$ cat src/hdl/usbr_map.vh
// Offsets, request codes, field positions and timing counts of the vendor register bank
`ifndef USBR_MAP_VH
`define USBR_MAP_VH

// ------------------------------
// Control request codes
// ------------------------------
`define USBR_TYPE_VWR      8'h40
`define USBR_CODE_VWR      8'h00
`define USBR_TYPE_VRD      8'hC0
`define USBR_CODE_VRD      8'h01
`define USBR_TYPE_CLASS    8'h21
`define USBR_CODE_BREAK    8'h23
`define USBR_IFC_CHA       8'h00
`define USBR_IFC_CHB       8'h02

// ------------------------------
// Block numbers
// ------------------------------
`define USBR_BLK_CHA       8'h00
`define USBR_BLK_CHB       8'h01
`define USBR_BLK_MGR       8'h04
`define USBR_BLK_CUS       8'h66

// ------------------------------
// Per-channel register offsets
// ------------------------------
`define USBR_CH_ENABLE     8'h03
`define USBR_CH_DIV0       8'h04
`define USBR_CH_DIV1       8'h05
`define USBR_CH_DIV2       8'h06
`define USBR_CH_TXM0       8'h07
`define USBR_CH_TXM1       8'h08
`define USBR_CH_RXM0       8'h09
`define USBR_CH_RXM1       8'h0A
`define USBR_CH_FORMAT     8'h0B
`define USBR_CH_FLOW       8'h0C
`define USBR_CH_RESUME     8'h10
`define USBR_CH_PAUSE      8'h11
`define USBR_CH_ERRORS     8'h13
`define USBR_CH_BREAK      8'h14
`define USBR_CH_TURN       8'h15
`define USBR_CH_PMODE      8'h1A
`define USBR_CH_PDIR       8'h1B
`define USBR_CH_PMASK      8'h1C
`define USBR_CH_PSET       8'h1D
`define USBR_CH_PCLR       8'h1E
`define USBR_CH_PLEVEL     8'h1F

// ------------------------------
// Manager and custom block offsets
// ------------------------------
`define USBR_MG_QEN_A      8'h10
`define USBR_MG_QEN_B      8'h11
`define USBR_MG_RXFL_A     8'h18
`define USBR_MG_RXFL_B     8'h19
`define USBR_MG_TXFL_A     8'h1C
`define USBR_MG_TXFL_B     8'h1D
`define USBR_CU_WIDE       8'h00
`define USBR_CU_LOWLAT     8'h01
`define USBR_CU_INTPKT     8'h02

// ------------------------------
// Fields, reset values, timing
// ------------------------------
`define USBR_FLOW_HDX      3
`define USBR_RST_BYTE      8'h00
`define USBR_BREAK_FOREVER 16'hFFFF
`define USBR_MS_NS         32'h000F_4240
`define USBR_CLK_NS        32'h0000_0019

`endif

$ cat src/hdl/usbr_vendor_regs.v
// Vendor control request decoder and register bank of a two-channel serial bridge
//
// Behaviour
// A write (type 0x40, code 0) puts value[7:0] at register index[7:0] of block index[15:8].
// A read (type 0xC0, code 1) returns as many bytes as the length field asks.
// A class request (type 0x21, code 35) breaks the indexed channel for value milliseconds; value 0xFFFF holds the break until the next such request.
// Block 0 selects the first channel's registers.
// Block 1 selects the second channel's registers.
// Block 4 selects the manager with per-channel queue enables and flushes.
// Block 0x66 selects wide mode, low latency and interrupt packet enables.
// Registers are reached only through these vendor requests.
// Bring-up writes queue enable 1, then channel enable 3, then queue enable 3.
// A non-zero write to a flush register empties that queue; a zero write does nothing.
// A channel block controls all but the three enables of the custom block; the queue enables and flushes are in manager block 4 instead.
// Channel enable bit 0 turns on transmit and bit 1 turns on receive.
// Baud timing uses a 19-bit divisor in three registers and two 16-bit fraction masks.
// With handshake bit 3 set, receive input is ignored while the channel transmits.
// A multi-byte read walks consecutive addresses from the given one in the block.
// Reserved locations and bits read zero and ignore writes.
`default_nettype none
`include "usbr_map.vh"
module usbr_vendor_regs #(
  parameter integer MS_CYCLES = `USBR_MS_NS / `USBR_CLK_NS
) (
  input  wire        clk,            // System clock, 40 MHz
  input  wire        rst_n,          // Synchronous reset, active low
  input  wire        setupValid,     // Setup packet present, one cycle
  input  wire [7:0]  reqType,        // Request type byte
  input  wire [7:0]  reqCode,        // Request code byte
  input  wire [15:0] reqValue,       // Value field
  input  wire [15:0] reqIndex,       // Index field
  input  wire [15:0] reqLength,      // Length field
  output reg         setupAck_q,     // Request accepted, pulse
  output reg         setupStall_q,   // Request refused, pulse
  output reg         rdValid_q,      // Data stage byte valid
  output reg  [7:0]  rdData_q,       // Data stage byte
  output reg         rdLast_q,       // Final byte of the data stage
  input  wire        rdReady,        // Endpoint takes the byte
  input  wire [9:0]  lineErrors,     // Error flags, B in [9:5]
  input  wire [1:0]  txBusy,         // Transmitters shifting
  input  wire [11:0] pinIn,          // Pin levels, B in [11:6]
  output wire [1:0]  txEnable,       // Transmit enables
  output wire [1:0]  rxEnable,       // Receive enables
  output wire [37:0] baudDiv,        // Divisors, B in [37:19]
  output wire [31:0] txFracMask,     // Transmit masks, B high
  output wire [31:0] rxFracMask,     // Receive masks, B high
  output wire [15:0] frameFormat,    // Frame formats, B high
  output wire [7:0]  flowSelect,     // Handshake selects, B high
  output wire [15:0] resumeChar,     // Resume characters
  output wire [15:0] pauseChar,      // Pause characters
  output wire [7:0]  turnDelay,      // Turnaround delays
  output wire [7:0]  pinMode,        // Pin function selects
  output wire [11:0] pinDir,         // Pin directions
  output wire [11:0] pinEventMask,   // Pin event masks
  output wire [11:0] pinOut,         // Pin output latches
  output wire [1:0]  rxSuppress,     // Receive input ignored
  output reg  [1:0]  breakOut_q,     // Break driven on the line
  output wire [1:0]  txQueueEn,      // Transmit queue enables
  output wire [1:0]  rxQueueEn,      // Receive queue enables
  output reg  [1:0]  txQueueFlush_q, // Transmit queue flush, pulse
  output reg  [1:0]  rxQueueFlush_q, // Receive queue flush, pulse
  output reg  [1:0]  wideMode_q,     // Wide mode enables
  output reg  [1:0]  lowLatency_q,   // Low latency enables
  output reg  [1:0]  intPacket_q     // Custom interrupt packet enables
);

  // ------------------------------
  // Request decode
  // ------------------------------
  wire       isWrite;
  wire       isRead;
  wire       isBreak;
  wire [7:0] wrBlock;
  wire [7:0] wrAddr;
  wire [7:0] wrData;

  // Only these three requests reach the registers or the line
  assign isWrite = setupValid && reqType == `USBR_TYPE_VWR && reqCode == `USBR_CODE_VWR;
  assign isRead  = setupValid && reqType == `USBR_TYPE_VRD && reqCode == `USBR_CODE_VRD;
  assign isBreak = setupValid && reqType == `USBR_TYPE_CLASS && reqCode == `USBR_CODE_BREAK;
  assign wrBlock = reqIndex[15:8];
  assign wrAddr  = reqIndex[7:0];
  assign wrData  = reqValue[7:0];

  // Acknowledge known requests, refuse anything else
  always @(posedge clk) begin
    if (!rst_n) begin
      setupAck_q   <= 1'b0;
      setupStall_q <= 1'b0;
    end else begin
      setupAck_q   <= isWrite | isRead | isBreak;
      setupStall_q <= setupValid & ~(isWrite | isRead | isBreak);
    end
  end

  // ------------------------------
  // Channel blocks
  // ------------------------------
  reg  [7:0]  rdBlock_q;
  reg  [7:0]  rdAddr_q;
  wire [15:0] chanRead;
  wire [15:0] breakRegs;
  wire [1:0]  breakTimed;

  genvar ch;
  generate
    for (ch = 0; ch < 2; ch = ch + 1) begin : gChan
      wire chanWrite;
      assign chanWrite = isWrite && wrBlock == ch;

      usbr_chan_regs uRegs (
        .clk          (clk),
        .rst_n        (rst_n),
        .wrEn         (chanWrite),
        .wrAddr       (wrAddr),
        .wrData       (wrData),
        .rdAddr       (rdAddr_q),
        .rdData       (chanRead[8*ch +: 8]),
        .lineErrors   (lineErrors[5*ch +: 5]),
        .txBusy       (txBusy[ch]),
        .pinIn        (pinIn[6*ch +: 6]),
        .enable_q     ({rxEnable[ch], txEnable[ch]}),
        .divisor_q    (baudDiv[19*ch +: 19]),
        .txMask_q     (txFracMask[16*ch +: 16]),
        .rxMask_q     (rxFracMask[16*ch +: 16]),
        .format_q     (frameFormat[8*ch +: 8]),
        .flow_q       (flowSelect[4*ch +: 4]),
        .resume_q     (resumeChar[8*ch +: 8]),
        .pause_q      (pauseChar[8*ch +: 8]),
        .breakReg_q   (breakRegs[8*ch +: 8]),
        .turn_q       (turnDelay[4*ch +: 4]),
        .pinMode_q    (pinMode[4*ch +: 4]),
        .pinDir_q     (pinDir[6*ch +: 6]),
        .pinMask_q    (pinEventMask[6*ch +: 6]),
        .pinOut_q     (pinOut[6*ch +: 6]),
        .rxSuppress_q (rxSuppress[ch])
      );

      usbr_break_gen #(
        .MS_CYCLES (MS_CYCLES)
      ) uBreak (
        .clk      (clk),
        .rst_n    (rst_n),
        .start    (isBreak && reqIndex[7:0] == (ch == 0 ? `USBR_IFC_CHA : `USBR_IFC_CHB)),
        .duration (reqValue),
        .active_q (breakTimed[ch])
      );
    end
  endgenerate

  // Line break from the class request or the break register
  always @(posedge clk) begin
    if (!rst_n)
      breakOut_q <= 2'h0;
    else
      breakOut_q <= breakTimed | {breakRegs[15:8] != 8'h00, breakRegs[7:0] != 8'h00};
  end

  // ------------------------------
  // Manager block
  // ------------------------------
  reg  [1:0] queueEnA_q;
  reg  [1:0] queueEnB_q;
  wire       mgrWrite;
  wire       nonZero;

  assign mgrWrite  = isWrite && wrBlock == `USBR_BLK_MGR;
  assign nonZero   = wrData != 8'h00;
  assign txQueueEn = {queueEnB_q[0], queueEnA_q[0]};
  assign rxQueueEn = {queueEnB_q[1], queueEnA_q[1]};

  // Enables held; the host sequences them with the channel enable
  always @(posedge clk) begin
    if (!rst_n) begin
      queueEnA_q <= 2'h0;
      queueEnB_q <= 2'h0;
    end else if (mgrWrite) begin
      if (wrAddr == `USBR_MG_QEN_A)
        queueEnA_q <= wrData[1:0];
      if (wrAddr == `USBR_MG_QEN_B)
        queueEnB_q <= wrData[1:0];
    end
  end

  // Flush strobes last one cycle; zero data leaves the queues alone
  always @(posedge clk) begin
    if (!rst_n) begin
      txQueueFlush_q <= 2'h0;
      rxQueueFlush_q <= 2'h0;
    end else begin
      rxQueueFlush_q[0] <= mgrWrite && nonZero && wrAddr == `USBR_MG_RXFL_A;
      rxQueueFlush_q[1] <= mgrWrite && nonZero && wrAddr == `USBR_MG_RXFL_B;
      txQueueFlush_q[0] <= mgrWrite && nonZero && wrAddr == `USBR_MG_TXFL_A;
      txQueueFlush_q[1] <= mgrWrite && nonZero && wrAddr == `USBR_MG_TXFL_B;
    end
  end

  // ------------------------------
  // Custom block
  // ------------------------------
  wire cusWrite;
  assign cusWrite = isWrite && wrBlock == `USBR_BLK_CUS;

  // One bit per channel in each enable register
  always @(posedge clk) begin
    if (!rst_n) begin
      wideMode_q   <= 2'h0;
      lowLatency_q <= 2'h0;
      intPacket_q  <= 2'h0;
    end else if (cusWrite) begin
      if (wrAddr == `USBR_CU_WIDE)
        wideMode_q <= wrData[1:0];
      if (wrAddr == `USBR_CU_LOWLAT)
        lowLatency_q <= wrData[1:0];
      if (wrAddr == `USBR_CU_INTPKT)
        intPacket_q <= wrData[1:0];
    end
  end

  // ------------------------------
  // Readback selection
  // ------------------------------
  // Flush registers are write-only and read zero like reserved space
  function [7:0] readByte;
    input [7:0]  blk;
    input [7:0]  addr;
    input [15:0] chan;
    begin
      readByte = 8'h00;
      if (blk == `USBR_BLK_CHA)
        readByte = chan[7:0];
      else if (blk == `USBR_BLK_CHB)
        readByte = chan[15:8];
      else if (blk == `USBR_BLK_MGR && addr == `USBR_MG_QEN_A)
        readByte = {6'h00, queueEnA_q};
      else if (blk == `USBR_BLK_MGR && addr == `USBR_MG_QEN_B)
        readByte = {6'h00, queueEnB_q};
      else if (blk == `USBR_BLK_CUS && addr == `USBR_CU_WIDE)
        readByte = {6'h00, wideMode_q};
      else if (blk == `USBR_BLK_CUS && addr == `USBR_CU_LOWLAT)
        readByte = {6'h00, lowLatency_q};
      else if (blk == `USBR_BLK_CUS && addr == `USBR_CU_INTPKT)
        readByte = {6'h00, intPacket_q};
    end
  endfunction

  // ------------------------------
  // Data stage streamer
  // ------------------------------
  localparam [0:0] ST_IDLE   = 1'b0;
  localparam [0:0] ST_STREAM = 1'b1;

  reg  [0:0]  state_q;
  reg  [15:0] remain_q;
  wire        loadNext;

  // A byte is fetched when the output slot is free or being taken
  assign loadNext = state_q == ST_STREAM && remain_q != 16'h0000 && (!rdValid_q || rdReady);

  // Any new setup packet cancels an unfinished data stage
  always @(posedge clk) begin
    if (!rst_n) begin
      state_q   <= ST_IDLE;
      remain_q  <= 16'h0000;
      rdBlock_q <= 8'h00;
      rdAddr_q  <= 8'h00;
      rdValid_q <= 1'b0;
      rdData_q  <= 8'h00;
      rdLast_q  <= 1'b0;
    end else if (setupValid) begin
      state_q   <= isRead && reqLength != 16'h0000 ? ST_STREAM : ST_IDLE;
      remain_q  <= isRead ? reqLength : 16'h0000;
      rdBlock_q <= reqIndex[15:8];
      rdAddr_q  <= reqIndex[7:0];
      rdValid_q <= 1'b0;
      rdLast_q  <= 1'b0;
    end else begin
      case (state_q)
        ST_STREAM: begin
          if (loadNext) begin
            rdData_q  <= readByte(rdBlock_q, rdAddr_q, chanRead);
            rdValid_q <= 1'b1;
            rdLast_q  <= remain_q == 16'h0001;
            rdAddr_q  <= rdAddr_q + 8'h01;
            remain_q  <= remain_q - 16'h0001;
          end else if (rdValid_q && rdReady) begin
            rdValid_q <= 1'b0;
            rdLast_q  <= 1'b0;
            state_q   <= ST_IDLE;
          end
        end
        default: begin
          rdValid_q <= 1'b0;
          rdLast_q  <= 1'b0;
        end
      endcase
    end
  end
endmodule // usbr_vendor_regs
`default_nettype wire

$ cat src/hdl/usbr_break_gen.v
// Break duration timer for one channel, counting whole milliseconds
`default_nettype none
module usbr_break_gen #(
  parameter integer MS_CYCLES = 40000
) (
  input  wire        clk,       // System clock
  input  wire        rst_n,     // Synchronous reset, active low
  input  wire        start,     // Break request pulse
  input  wire [15:0] duration,  // Length in milliseconds
  output reg         active_q   // Break being driven
);
  `include "usbr_map.vh"

  reg [31:0] tickCnt_q;
  reg [15:0] msLeft_q;
  reg        forever_q;

  // A new request restarts the timer; zero ends any break at once
  always @(posedge clk) begin
    if (!rst_n) begin
      tickCnt_q <= 32'h0000_0000;
      msLeft_q  <= 16'h0000;
      forever_q <= 1'b0;
      active_q  <= 1'b0;
    end else if (start) begin
      tickCnt_q <= 32'h0000_0000;
      msLeft_q  <= duration;
      forever_q <= (duration == `USBR_BREAK_FOREVER);
      active_q  <= (duration != 16'h0000);
    end else if (active_q && !forever_q) begin
      if (tickCnt_q == MS_CYCLES - 1) begin
        tickCnt_q <= 32'h0000_0000;
        msLeft_q  <= msLeft_q - 16'h0001;
        if (msLeft_q == 16'h0001)
          active_q <= 1'b0;
      end else begin
        tickCnt_q <= tickCnt_q + 32'h0000_0001;
      end
    end
  end
endmodule // usbr_break_gen
`default_nettype wire

$ cat src/hdl/usbr_chan_regs.v
// Configuration and control register block of one serial channel
`default_nettype none
module usbr_chan_regs (
  input  wire        clk,          // System clock
  input  wire        rst_n,        // Synchronous reset, active low
  input  wire        wrEn,         // Write strobe for this block
  input  wire [7:0]  wrAddr,       // Write register address
  input  wire [7:0]  wrData,       // Write data
  input  wire [7:0]  rdAddr,       // Read register address
  output reg  [7:0]  rdData,       // Read data, combinational
  input  wire [4:0]  lineErrors,   // Error flags from the receiver
  input  wire        txBusy,       // Transmitter shifting
  input  wire [5:0]  pinIn,        // Pin levels, asynchronous
  output reg  [1:0]  enable_q,     // Bit 0 transmit, bit 1 receive
  output reg  [18:0] divisor_q,    // Baud divisor
  output reg  [15:0] txMask_q,     // Transmit fraction mask
  output reg  [15:0] rxMask_q,     // Receive fraction mask
  output reg  [7:0]  format_q,     // Frame format
  output reg  [3:0]  flow_q,       // Handshake select
  output reg  [7:0]  resume_q,     // Resume character
  output reg  [7:0]  pause_q,      // Pause character
  output reg  [7:0]  breakReg_q,   // Software break register
  output reg  [3:0]  turn_q,       // Driver turnaround delay
  output reg  [3:0]  pinMode_q,    // Pin function select
  output reg  [5:0]  pinDir_q,     // Pin direction
  output reg  [5:0]  pinMask_q,    // Pin event mask
  output reg  [5:0]  pinOut_q,     // Pin output latch
  output reg         rxSuppress_q  // Receive input ignored
);
  `include "usbr_map.vh"

  reg [5:0] pinMeta_q;
  reg [5:0] pinSync_q;

  // Two stages before anyone looks at the pins
  always @(posedge clk) begin
    if (!rst_n) begin
      pinMeta_q <= 6'h00;
      pinSync_q <= 6'h00;
    end else begin
      pinMeta_q <= pinIn;
      pinSync_q <= pinMeta_q;
    end
  end

  // Register writes; reserved bits are dropped
  always @(posedge clk) begin
    if (!rst_n) begin
      enable_q   <= 2'h0;
      divisor_q  <= 19'h0_0000;
      txMask_q   <= 16'h0000;
      rxMask_q   <= 16'h0000;
      format_q   <= `USBR_RST_BYTE;
      flow_q     <= 4'h0;
      resume_q   <= `USBR_RST_BYTE;
      pause_q    <= `USBR_RST_BYTE;
      breakReg_q <= `USBR_RST_BYTE;
      turn_q     <= 4'h0;
      pinMode_q  <= 4'h0;
      pinDir_q   <= 6'h00;
      pinMask_q  <= 6'h00;
      pinOut_q   <= 6'h00;
    end else if (wrEn) begin
      case (wrAddr)
        `USBR_CH_ENABLE: enable_q <= wrData[1:0];
        `USBR_CH_DIV0:   divisor_q[7:0] <= wrData;
        `USBR_CH_DIV1:   divisor_q[15:8] <= wrData;
        `USBR_CH_DIV2:   divisor_q[18:16] <= wrData[2:0];
        `USBR_CH_TXM0:   txMask_q[7:0] <= wrData;
        `USBR_CH_TXM1:   txMask_q[15:8] <= wrData;
        `USBR_CH_RXM0:   rxMask_q[7:0] <= wrData;
        `USBR_CH_RXM1:   rxMask_q[15:8] <= wrData;
        `USBR_CH_FORMAT: format_q <= wrData;
        `USBR_CH_FLOW:   flow_q <= wrData[3:0];
        `USBR_CH_RESUME: resume_q <= wrData;
        `USBR_CH_PAUSE:  pause_q <= wrData;
        `USBR_CH_BREAK:  breakReg_q <= wrData;
        `USBR_CH_TURN:   turn_q <= wrData[3:0];
        `USBR_CH_PMODE:  pinMode_q <= wrData[3:0];
        `USBR_CH_PDIR:   pinDir_q <= wrData[5:0];
        `USBR_CH_PMASK:  pinMask_q <= wrData[5:0];
        `USBR_CH_PSET:   pinOut_q <= pinOut_q | wrData[5:0];
        `USBR_CH_PCLR:   pinOut_q <= pinOut_q & ~wrData[5:0];
        default:         pinOut_q <= pinOut_q;
      endcase
    end
  end

  // Half-duplex: receive blanked while the transmitter shifts
  always @(posedge clk) begin
    if (!rst_n)
      rxSuppress_q <= 1'b0;
    else
      rxSuppress_q <= flow_q[`USBR_FLOW_HDX] & txBusy;
  end

  // Readback; reserved locations and bits give zero
  always @* begin
    case (rdAddr)
      `USBR_CH_ENABLE: rdData = {6'h00, enable_q};
      `USBR_CH_DIV0:   rdData = divisor_q[7:0];
      `USBR_CH_DIV1:   rdData = divisor_q[15:8];
      `USBR_CH_DIV2:   rdData = {5'h00, divisor_q[18:16]};
      `USBR_CH_TXM0:   rdData = txMask_q[7:0];
      `USBR_CH_TXM1:   rdData = txMask_q[15:8];
      `USBR_CH_RXM0:   rdData = rxMask_q[7:0];
      `USBR_CH_RXM1:   rdData = rxMask_q[15:8];
      `USBR_CH_FORMAT: rdData = format_q;
      `USBR_CH_FLOW:   rdData = {4'h0, flow_q};
      `USBR_CH_RESUME: rdData = resume_q;
      `USBR_CH_PAUSE:  rdData = pause_q;
      `USBR_CH_ERRORS: rdData = {lineErrors, 3'h0};
      `USBR_CH_BREAK:  rdData = breakReg_q;
      `USBR_CH_TURN:   rdData = {4'h0, turn_q};
      `USBR_CH_PMODE:  rdData = {4'h0, pinMode_q};
      `USBR_CH_PDIR:   rdData = {2'h0, pinDir_q};
      `USBR_CH_PMASK:  rdData = {2'h0, pinMask_q};
      `USBR_CH_PSET:   rdData = {2'h0, pinOut_q};
      `USBR_CH_PCLR:   rdData = {2'h0, pinOut_q};
      `USBR_CH_PLEVEL: rdData = {2'h0, pinSync_q};
      default:         rdData = 8'h00;
    endcase
  end
endmodule // usbr_chan_regs
`default_nettype wire

$ cat config.mk
export PLATFORM = sky130hd
export DESIGN_NAME = usbr_vendor_regs
export DESIGN_NICKNAME = d
export VERILOG_FILES = /design/src/hdl/usbr_vendor_regs.v /design/src/hdl/usbr_break_gen.v /design/src/hdl/usbr_chan_regs.v
export VERILOG_INCLUDE_DIRS = /design/src /design/src/hdl
export SDC_FILE = /design/constraint.sdc
export NUM_CORES = 1
export LEC_CHECK = 0
export ABC_CLOCK_PERIOD_IN_PS = 4400
export BUFFER_PORTS_ARGS = -buffer_cell sky130_fd_sc_hd__buf_4
export CAP_MARGIN = 20
export CELL_PAD_IN_SITES_DETAIL_PLACEMENT = 0
export CELL_PAD_IN_SITES_GLOBAL_PLACEMENT = 2
export CORE_MARGIN = 5
export CORE_UTILIZATION = 33
export CTS_BUF_LIST = sky130_fd_sc_hd__clkbuf_16
export DETAILED_ROUTE_END_ITERATION = 12
export PLACE_DENSITY = 0.78
export SETUP_SLACK_MARGIN = 0.2
export SYNTH_ARGS = -nofsm -noshare
export SYNTH_HDL_FRONTEND = slang
export SYNTH_SLANG_ARGS = --single-unit
$ cat constraint.sdc
create_clock -name clk -period 4.4 [get_ports clk]
set_clock_uncertainty 0.05 [all_clocks]
set_input_delay 1.32 -clock clk [delete_from_list [all_inputs] [get_ports clk]]
set_output_delay 1.32 -clock clk [all_outputs]
set_load 0.05 [all_outputs]
* Word level (Yosys, flattened, before mapping) *
Index checks and enable logic that the tools add are counted.

storage, ports and cells
  input port bits = 92
  register bits = 417
  word-level logic and storage cells = 297
  output and inout port bits = 244

cells by class
  bitwise gates (word level) = 15
  multiplexer cells = 42
  $add $sub $neg = 6
  reduce and logical (&&, ||, !) cells = 104
  eq/ne operators = 63

operator list
  cell                                                                  number
  8-bit one-hot mux with 20 select lines                                2
  8-bit by 5-bit == test with 1-bit output, second input constant       22
  16-bit 2-to-1 mux                                                     10
  2-bit AND reduction                                                   44
  8-bit by 3-bit == test with 1-bit output, second input constant       10
  8-bit by 4-bit == test with 1-bit output, second input constant       10
  32-bit by 1-bit adder with 32-bit output, second input constant       2
  32-bit by 16-bit == test with 1-bit output, second input constant     2
  32-bit 2-to-1 mux                                                     2
  16-bit by 1-bit == test with 1-bit output, second input constant      3
  16-bit nonzero test                                                   3
  16-bit by 1-bit subtractor with 16-bit output, second input constant  3
  8-bit by 1-bit == test with 1-bit output, second input constant       5
  8-bit zero test                                                       5
  8-bit 2-to-1 mux                                                      5
  8-bit by 2-bit == test with 1-bit output, second input constant       4
  1-bit logical AND                                                     28
  8-bit by 7-bit == test with 1-bit output, second input constant       3
  6-bit one-hot mux with 2 select lines                                 2
  8-bit nonzero test                                                    3
  2-bit nonzero test                                                    10
  16-bit == test, second input constant                                 1
  8-bit by 6-bit == test with 1-bit output, second input constant       2
  1-bit 2-to-1 mux                                                      16
  15 further kinds                                                      33

* Logic depth before layout (Yosys ltp) *
  word-level depth = 9
  gate-level depth with buffers = 11
  gate-level depth less buffers = 9

* Cells and area by module *
A second synthesis with hierarchy kept.

second synthesis, totals
  cell total of the unflattened synthesis = 2387
  area total of the unflattened synthesis = 20559.7 um^2

modules (own cells, without submodules)
  module            area each (um^2)  sequential area each (um^2)  cells each  instances
  usbr_chan_regs    5915.7            2562.5                       669         2
  usbr_break_gen    2636.3            1001.0                       312         2
  usbr_vendor_regs  3455.8            1221.2                       425         1

* Worst setup path before layout *
No wires, ideal clock.

  path kind = input port to flip-flop
  start = in reqType[4]
  end = reg gChan[1].uRegs.format_q[7]
  arrival = 3322 ps
  setup time = 128 ps
  stages = 7
  setup slack = 901 ps
  path buffers = 1
  required time = 4222 ps
  cells stage by stage = or4_1 -> nor4_4 -> nand4_4 -> buf_6 -> nor3_4 -> mux2i_1 -> nor2_1

between the ends
  cells in the longest elaborated chain, start to end = 5

ends and longest elaborated chain
  element                                             RTL line                text
  start: declaration                                  usbr_vendor_regs.v:28   input wire [7:0] reqType,
  8-bit by 7-bit == test with 1-bit output (no line)  -
  1-bit logical AND (no line) (2 in series)           -
  1-bit logical AND                                   usbr_vendor_regs.v:109  assign chanWrite = isWrite && wrBlock == ch;
  2-bit AND reduction (no line)                       -
  end signal: assignment                              usbr_chan_regs.v:53     format_q <= `USBR_RST_BYTE;
  end signal: assignment                              usbr_chan_regs.v:73     `USBR_CH_FORMAT: format_q <= wrData;
  end: declaration                                    usbr_chan_regs.v:18     output reg [7:0] format_q,

No other way between the ends.
A chain may end at the register's enable or synchronous reset.

* Worst setup path in the final report *
  start = reg rdAddr_q[3]
  end = reg rdData_q[1]

between the ends
  cells in the longest elaborated chain, start to end = 9
  elaborated cells on any way between the ends = 39
  classes of those cells = eq/ne: 23; mux: 9; reduce/logical: 7

ends and longest elaborated chain
  element                                             RTL line                text
  start: declaration                                  usbr_vendor_regs.v:100  reg [7:0] rdAddr_q;
  start signal: assignment                            usbr_vendor_regs.v:274  rdAddr_q <= reqIndex[7:0];
  start signal: assignment                            usbr_vendor_regs.v:284  rdAddr_q <= rdAddr_q + 8'h01;
  8-bit by 2-bit == test with 1-bit output (no line)  -
  1-bit logical AND (no line)                         -
  2-bit 2-to-1 mux                                    usbr_vendor_regs.v:242  else if (blk == `USBR_BLK_CUS && addr == `USBR_CU_INTPKT)
  2-bit 2-to-1 mux                                    usbr_vendor_regs.v:240  else if (blk == `USBR_BLK_CUS && addr == `USBR_CU_LOWLAT)
  2-bit 2-to-1 mux                                    usbr_vendor_regs.v:238  else if (blk == `USBR_BLK_CUS && addr == `USBR_CU_WIDE)
  2-bit 2-to-1 mux                                    usbr_vendor_regs.v:236  else if (blk == `USBR_BLK_MGR && addr == `USBR_MG_QEN_B)
  2-bit 2-to-1 mux                                    usbr_vendor_regs.v:234  else if (blk == `USBR_BLK_MGR && addr == `USBR_MG_QEN_A)
  8-bit 2-to-1 mux                                    usbr_vendor_regs.v:232  else if (blk == `USBR_BLK_CHB)
  8-bit 2-to-1 mux *                                  usbr_vendor_regs.v:230  if (blk == `USBR_BLK_CHA)
  end signal: assignment                              usbr_vendor_regs.v:281  rdData_q <= readByte(rdBlock_q, rdAddr_q, chanRead);
  end: declaration                                    usbr_vendor_regs.v:36   output reg [7:0] rdData_q,

Every way passes the cells marked *; elsewhere a longest branch is shown, timed or not.

==> results.md <==
* Final WL at 86700 um
* Cells on worst reg2reg path at 10
* CTS Hold Buffers Added at 0
* CP Data Arrival Time at 3870 ps
* Fraction of layout cells with a size suffix above 1 at 20.6%
* Avg WL per Cell at 25.6 um
* # resized after CTS at 0
* Worst skew pair latency at 600 ps
* Pin count of the biggest net entering global routing at 65
* Switching power at 2.13 mW
* Peak supply drop at 279 uV
* Design Power at 8.55 mW
* Post-synth net total at 2354
* GRT Util Overall at 26.0%
* Status: finished, final reports clean
* Grt ovf at 0
* Area Growth Syn to Fin at 27.0%
* Netlist cell types at 83
* Clock slew at reported path FFs at 60 ps
* Initial DRT Pass Iterations at 8
* Family with the most delay on the worst path: simple AND/OR/NAND/NOR gates
* RD Place Congestion at 0.950
* Most common cell after layout, fill and taps aside: buf_4
* Final Cell Area at 24300 um^2
* Slew @ Worst Pin at 888 ps
* Crit path time final at 3440 ps
* Vias per cell at 5.60
* Antenna viol nets, final at 0
* Core box area at 57600 um^2
* Crit. End Element: flop
* 1st-iter DRT viols at 1740
* CP Data Required Time at 4820 ps
* Number of enable flip-flop cells after synthesis at 0
* Root Driver: clkbuf_16
* Ports at 336
* Area of the multi-input gates at 10200 um^2
* Average size of a mapped cell at 8.50 um^2
* Period utilization at 78.2%
* Final setup margin at 959 ps
* Max H-tree Level at 2
* Total die area at 62900 um^2
* Power share of the clock group at 48.3%
* Dpl cell area at 22700 um^2
* Power Density at 352 nW/um^2
* Placed cell count at 3291
* Die width at 251 um
* DP Worst Slack at 382 ps
* CP dominant cell by count: buf_4
* Commonest non-fill, non-tap cells in the layout: 418 x buf_4, 417 x dfxtp_1, 311 x nor2_1
* Max Slew Vio Count at 0
* Fmax at 0.291 GHz
* FF+latch count, synth at 417
* Setup-failing EPs final at 0
* Vias in the first global route at 18.2k
* Fin cells at 3381
* Fill cell count at 5817
* Setup CP Type: reg2reg
* CTS tree: done
* DRC at 0
* Comb pwr share at 6.7%
* Crit path depth at 10
* Setup_tns at 0 ps
* Synth Flop Type: dfxtp_1
* CP bufs+invs at 3
* Crit-path max FO at 18
* Cells after Synth at 2249
* Final nets at 2682
* Mapped Area at 19100 um^2
* Max Buffers Root-to-Sink at 3
* CTS Sinks at 417
* Max Cap Violations at 0
* Startpoint types: flop
* Slew HR at 39.9%
* CP max stage cell: dfxtp_1
* Seq pwr share at 44.9%
* Starting density of the core at 33.2%
* Fraction of registers with async set/reset at 0%
* Global-route wire length before repair at 125000 um
* TritonCTS Buffers at 49
* Min-delay worst type: reg2reg
* Leak at 9.25 nW
* Rows at 88
* Final HPWL DP at 63600 um
* Port bufs at 335
* CP max stage delay at 740 ps
* Routed via count at 18.9k
* RSZ-0062 raised after global routing: false
* Internal Power at 6.42 mW
* Die span in y at 251 um
* CP Cell Sequence: buf_4 > or3b_2 > nor2_1 > buf_4 > a221oi_1 > nand3_1 > nor4_1 > buf_4 > o31a_1 > a21oi_1
* Register area at 8350 um^2
* Hold Fails Final Rpt at 0
* Sequential-to-total area share from yosys stat at 43.6%
* Total setup buffers inserted after CTS at 0
* Antenna violations before repair at 2
* Hold path cells at 1
* Synth warn at 0
* Switching Fraction at 25.0%
kinds of logic after synthesis:
logic type	after synthesis	synth area share, %
buffers and inverters	162	3.36
XOR/XNOR	93	4.26
flip-flops	417	43.6
multiplexers	174	9.15
AND/OR/NAND/NOR	979	25.2
AO/OA/AOI/OAI	411	13.6
adder cells (fa/ha/maj)	13	0.850
power by group through the flow:
stage          clock network, mW  logic, mW  registers, mW
2_1_floorplan                  0      0.300           3.90
3_3_place_gp                   0      0.561           3.92
3_5_place_dp                   0      0.563           3.92
4_1_cts                     4.20      0.565           3.84
5_1_grt                     4.35      0.607           3.84
6_report                    4.13      0.576           3.84
through the flow:
step           utilization (%)  hold slack (ps)
2_1_floorplan                -              362
3_3_place_gp              39.4              369
3_5_place_dp              39.4              368
4_1_cts                   42.2              384
5_1_grt                   42.2              394
6_report                  42.2              381
registers in the layout (all words and copies together) (netlist names), 12 cells and up, named ones only:
| register | cells |
|---|---|
| gChan.uRegs.format_q | 16 |
| gChan.uRegs.divisor_q | 38 |
| gChan.uRegs.txMask_q | 32 |
| gChan.uBreak.tickCnt_q | 64 |
| remain_q | 16 |
| gChan.uRegs.pinSync_q | 12 |
| gChan.uRegs.rxMask_q | 32 |
| gChan.uRegs.pinMask_q | 12 |
| gChan.uRegs.resume_q | 16 |
| gChan.uRegs.pinMeta_q | 12 |
| gChan.uBreak.msLeft_q | 32 |
| gChan.uRegs.breakReg_q | 16 |
| gChan.uRegs.pause_q | 16 |
| gChan.uRegs.pinDir_q | 12 |
path summary, 6_finish.rpt:
| path | from | end | slack, ps |
|---|---|---|---|
| worst min-delay path | gChan[1].uRegs.pinMeta_q[3]$_SDFF_PN0_ | gChan[1].uRegs.pinSync_q[3]$_SDFF_PN0_ | 380 |
| worst min register to register | gChan[1].uRegs.pinMeta_q[3]$_SDFF_PN0_ | gChan[1].uRegs.pinSync_q[3]$_SDFF_PN0_ | 380 |
| worst max-delay path | rdAddr_q[3]$_SDFFE_PN0P_ | rdData_q[1]$_SDFFE_PN0P_ | 960 |
| worst max register to register | rdAddr_q[3]$_SDFFE_PN0P_ | rdData_q[1]$_SDFFE_PN0P_ | 960 |
Yosys cell counts, types with 5 or more instances:
master,number,area share (%)
dfxtp_1,417,44
nor2_1,311,6.1
nand2_1,285,5.6
mux2i_1,168,8.8
a21oi_1,162,4.2
clkbuf_1,115,2.3
o21ai_0,83,2.2
nand3_1,59,1.5
a22oi_1,49,1.9
xor2_1,47,2.2
xnor2_1,46,2.1
nand4_1,42,1.4
nor3_1,41,1.1
nor4_1,39,1.3
and3_1,33,1.1
and2_1,31,1.0
or3_1,23,0.75
inv_1,19,0.37
a211oi_1,14,0.55
buf_2,13,0.34
ha_1,13,0.85
a222oi_1,12,0.63
a221oi_1,11,0.50
a22o_1,11,0.50
a31oi_1,11,0.36
and4_1,10,0.46
buf_1,10,0.20
nor2_2,10,0.33
nor2b_1,10,0.33
or4_1,10,0.39
nand2b_1,8,0.26
nand4b_1,8,0.37
nor3_4,8,0.68
nor4b_1,7,0.32
o2bb2ai_1,7,0.32
a32oi_1,6,0.27
mux2_2,6,0.35
a221o_1,5,0.26
nor3b_1,5,0.20
o211ai_1,5,0.20
or2_2,5,0.16
metal layers:
layer | track usage (%) | routed length (um) | up-vias
met2 | 41.8 | 40000 | 876
met5 | 0 | 11 | -
met3 | 5.01 | 6630 | 166
met4 | 9.31 | 3290 | 2
met1 | 35.1 | 36700 | 9232
li1 | - | - | 8649
cell type report:
class | count | area share, %
multi-input combinational | 1670 | 41.8
inverter | 20 | 0.340
tap | 765 | 3.94
clock buffer | 51 | 5.25
antenna | 2 | 0.0206
clock inverter | 37 | 1.31
sequential | 417 | 34.4
timing repair buffer | 419 | 13.0
No activity file was read; power rests on OpenSTA's default activity.
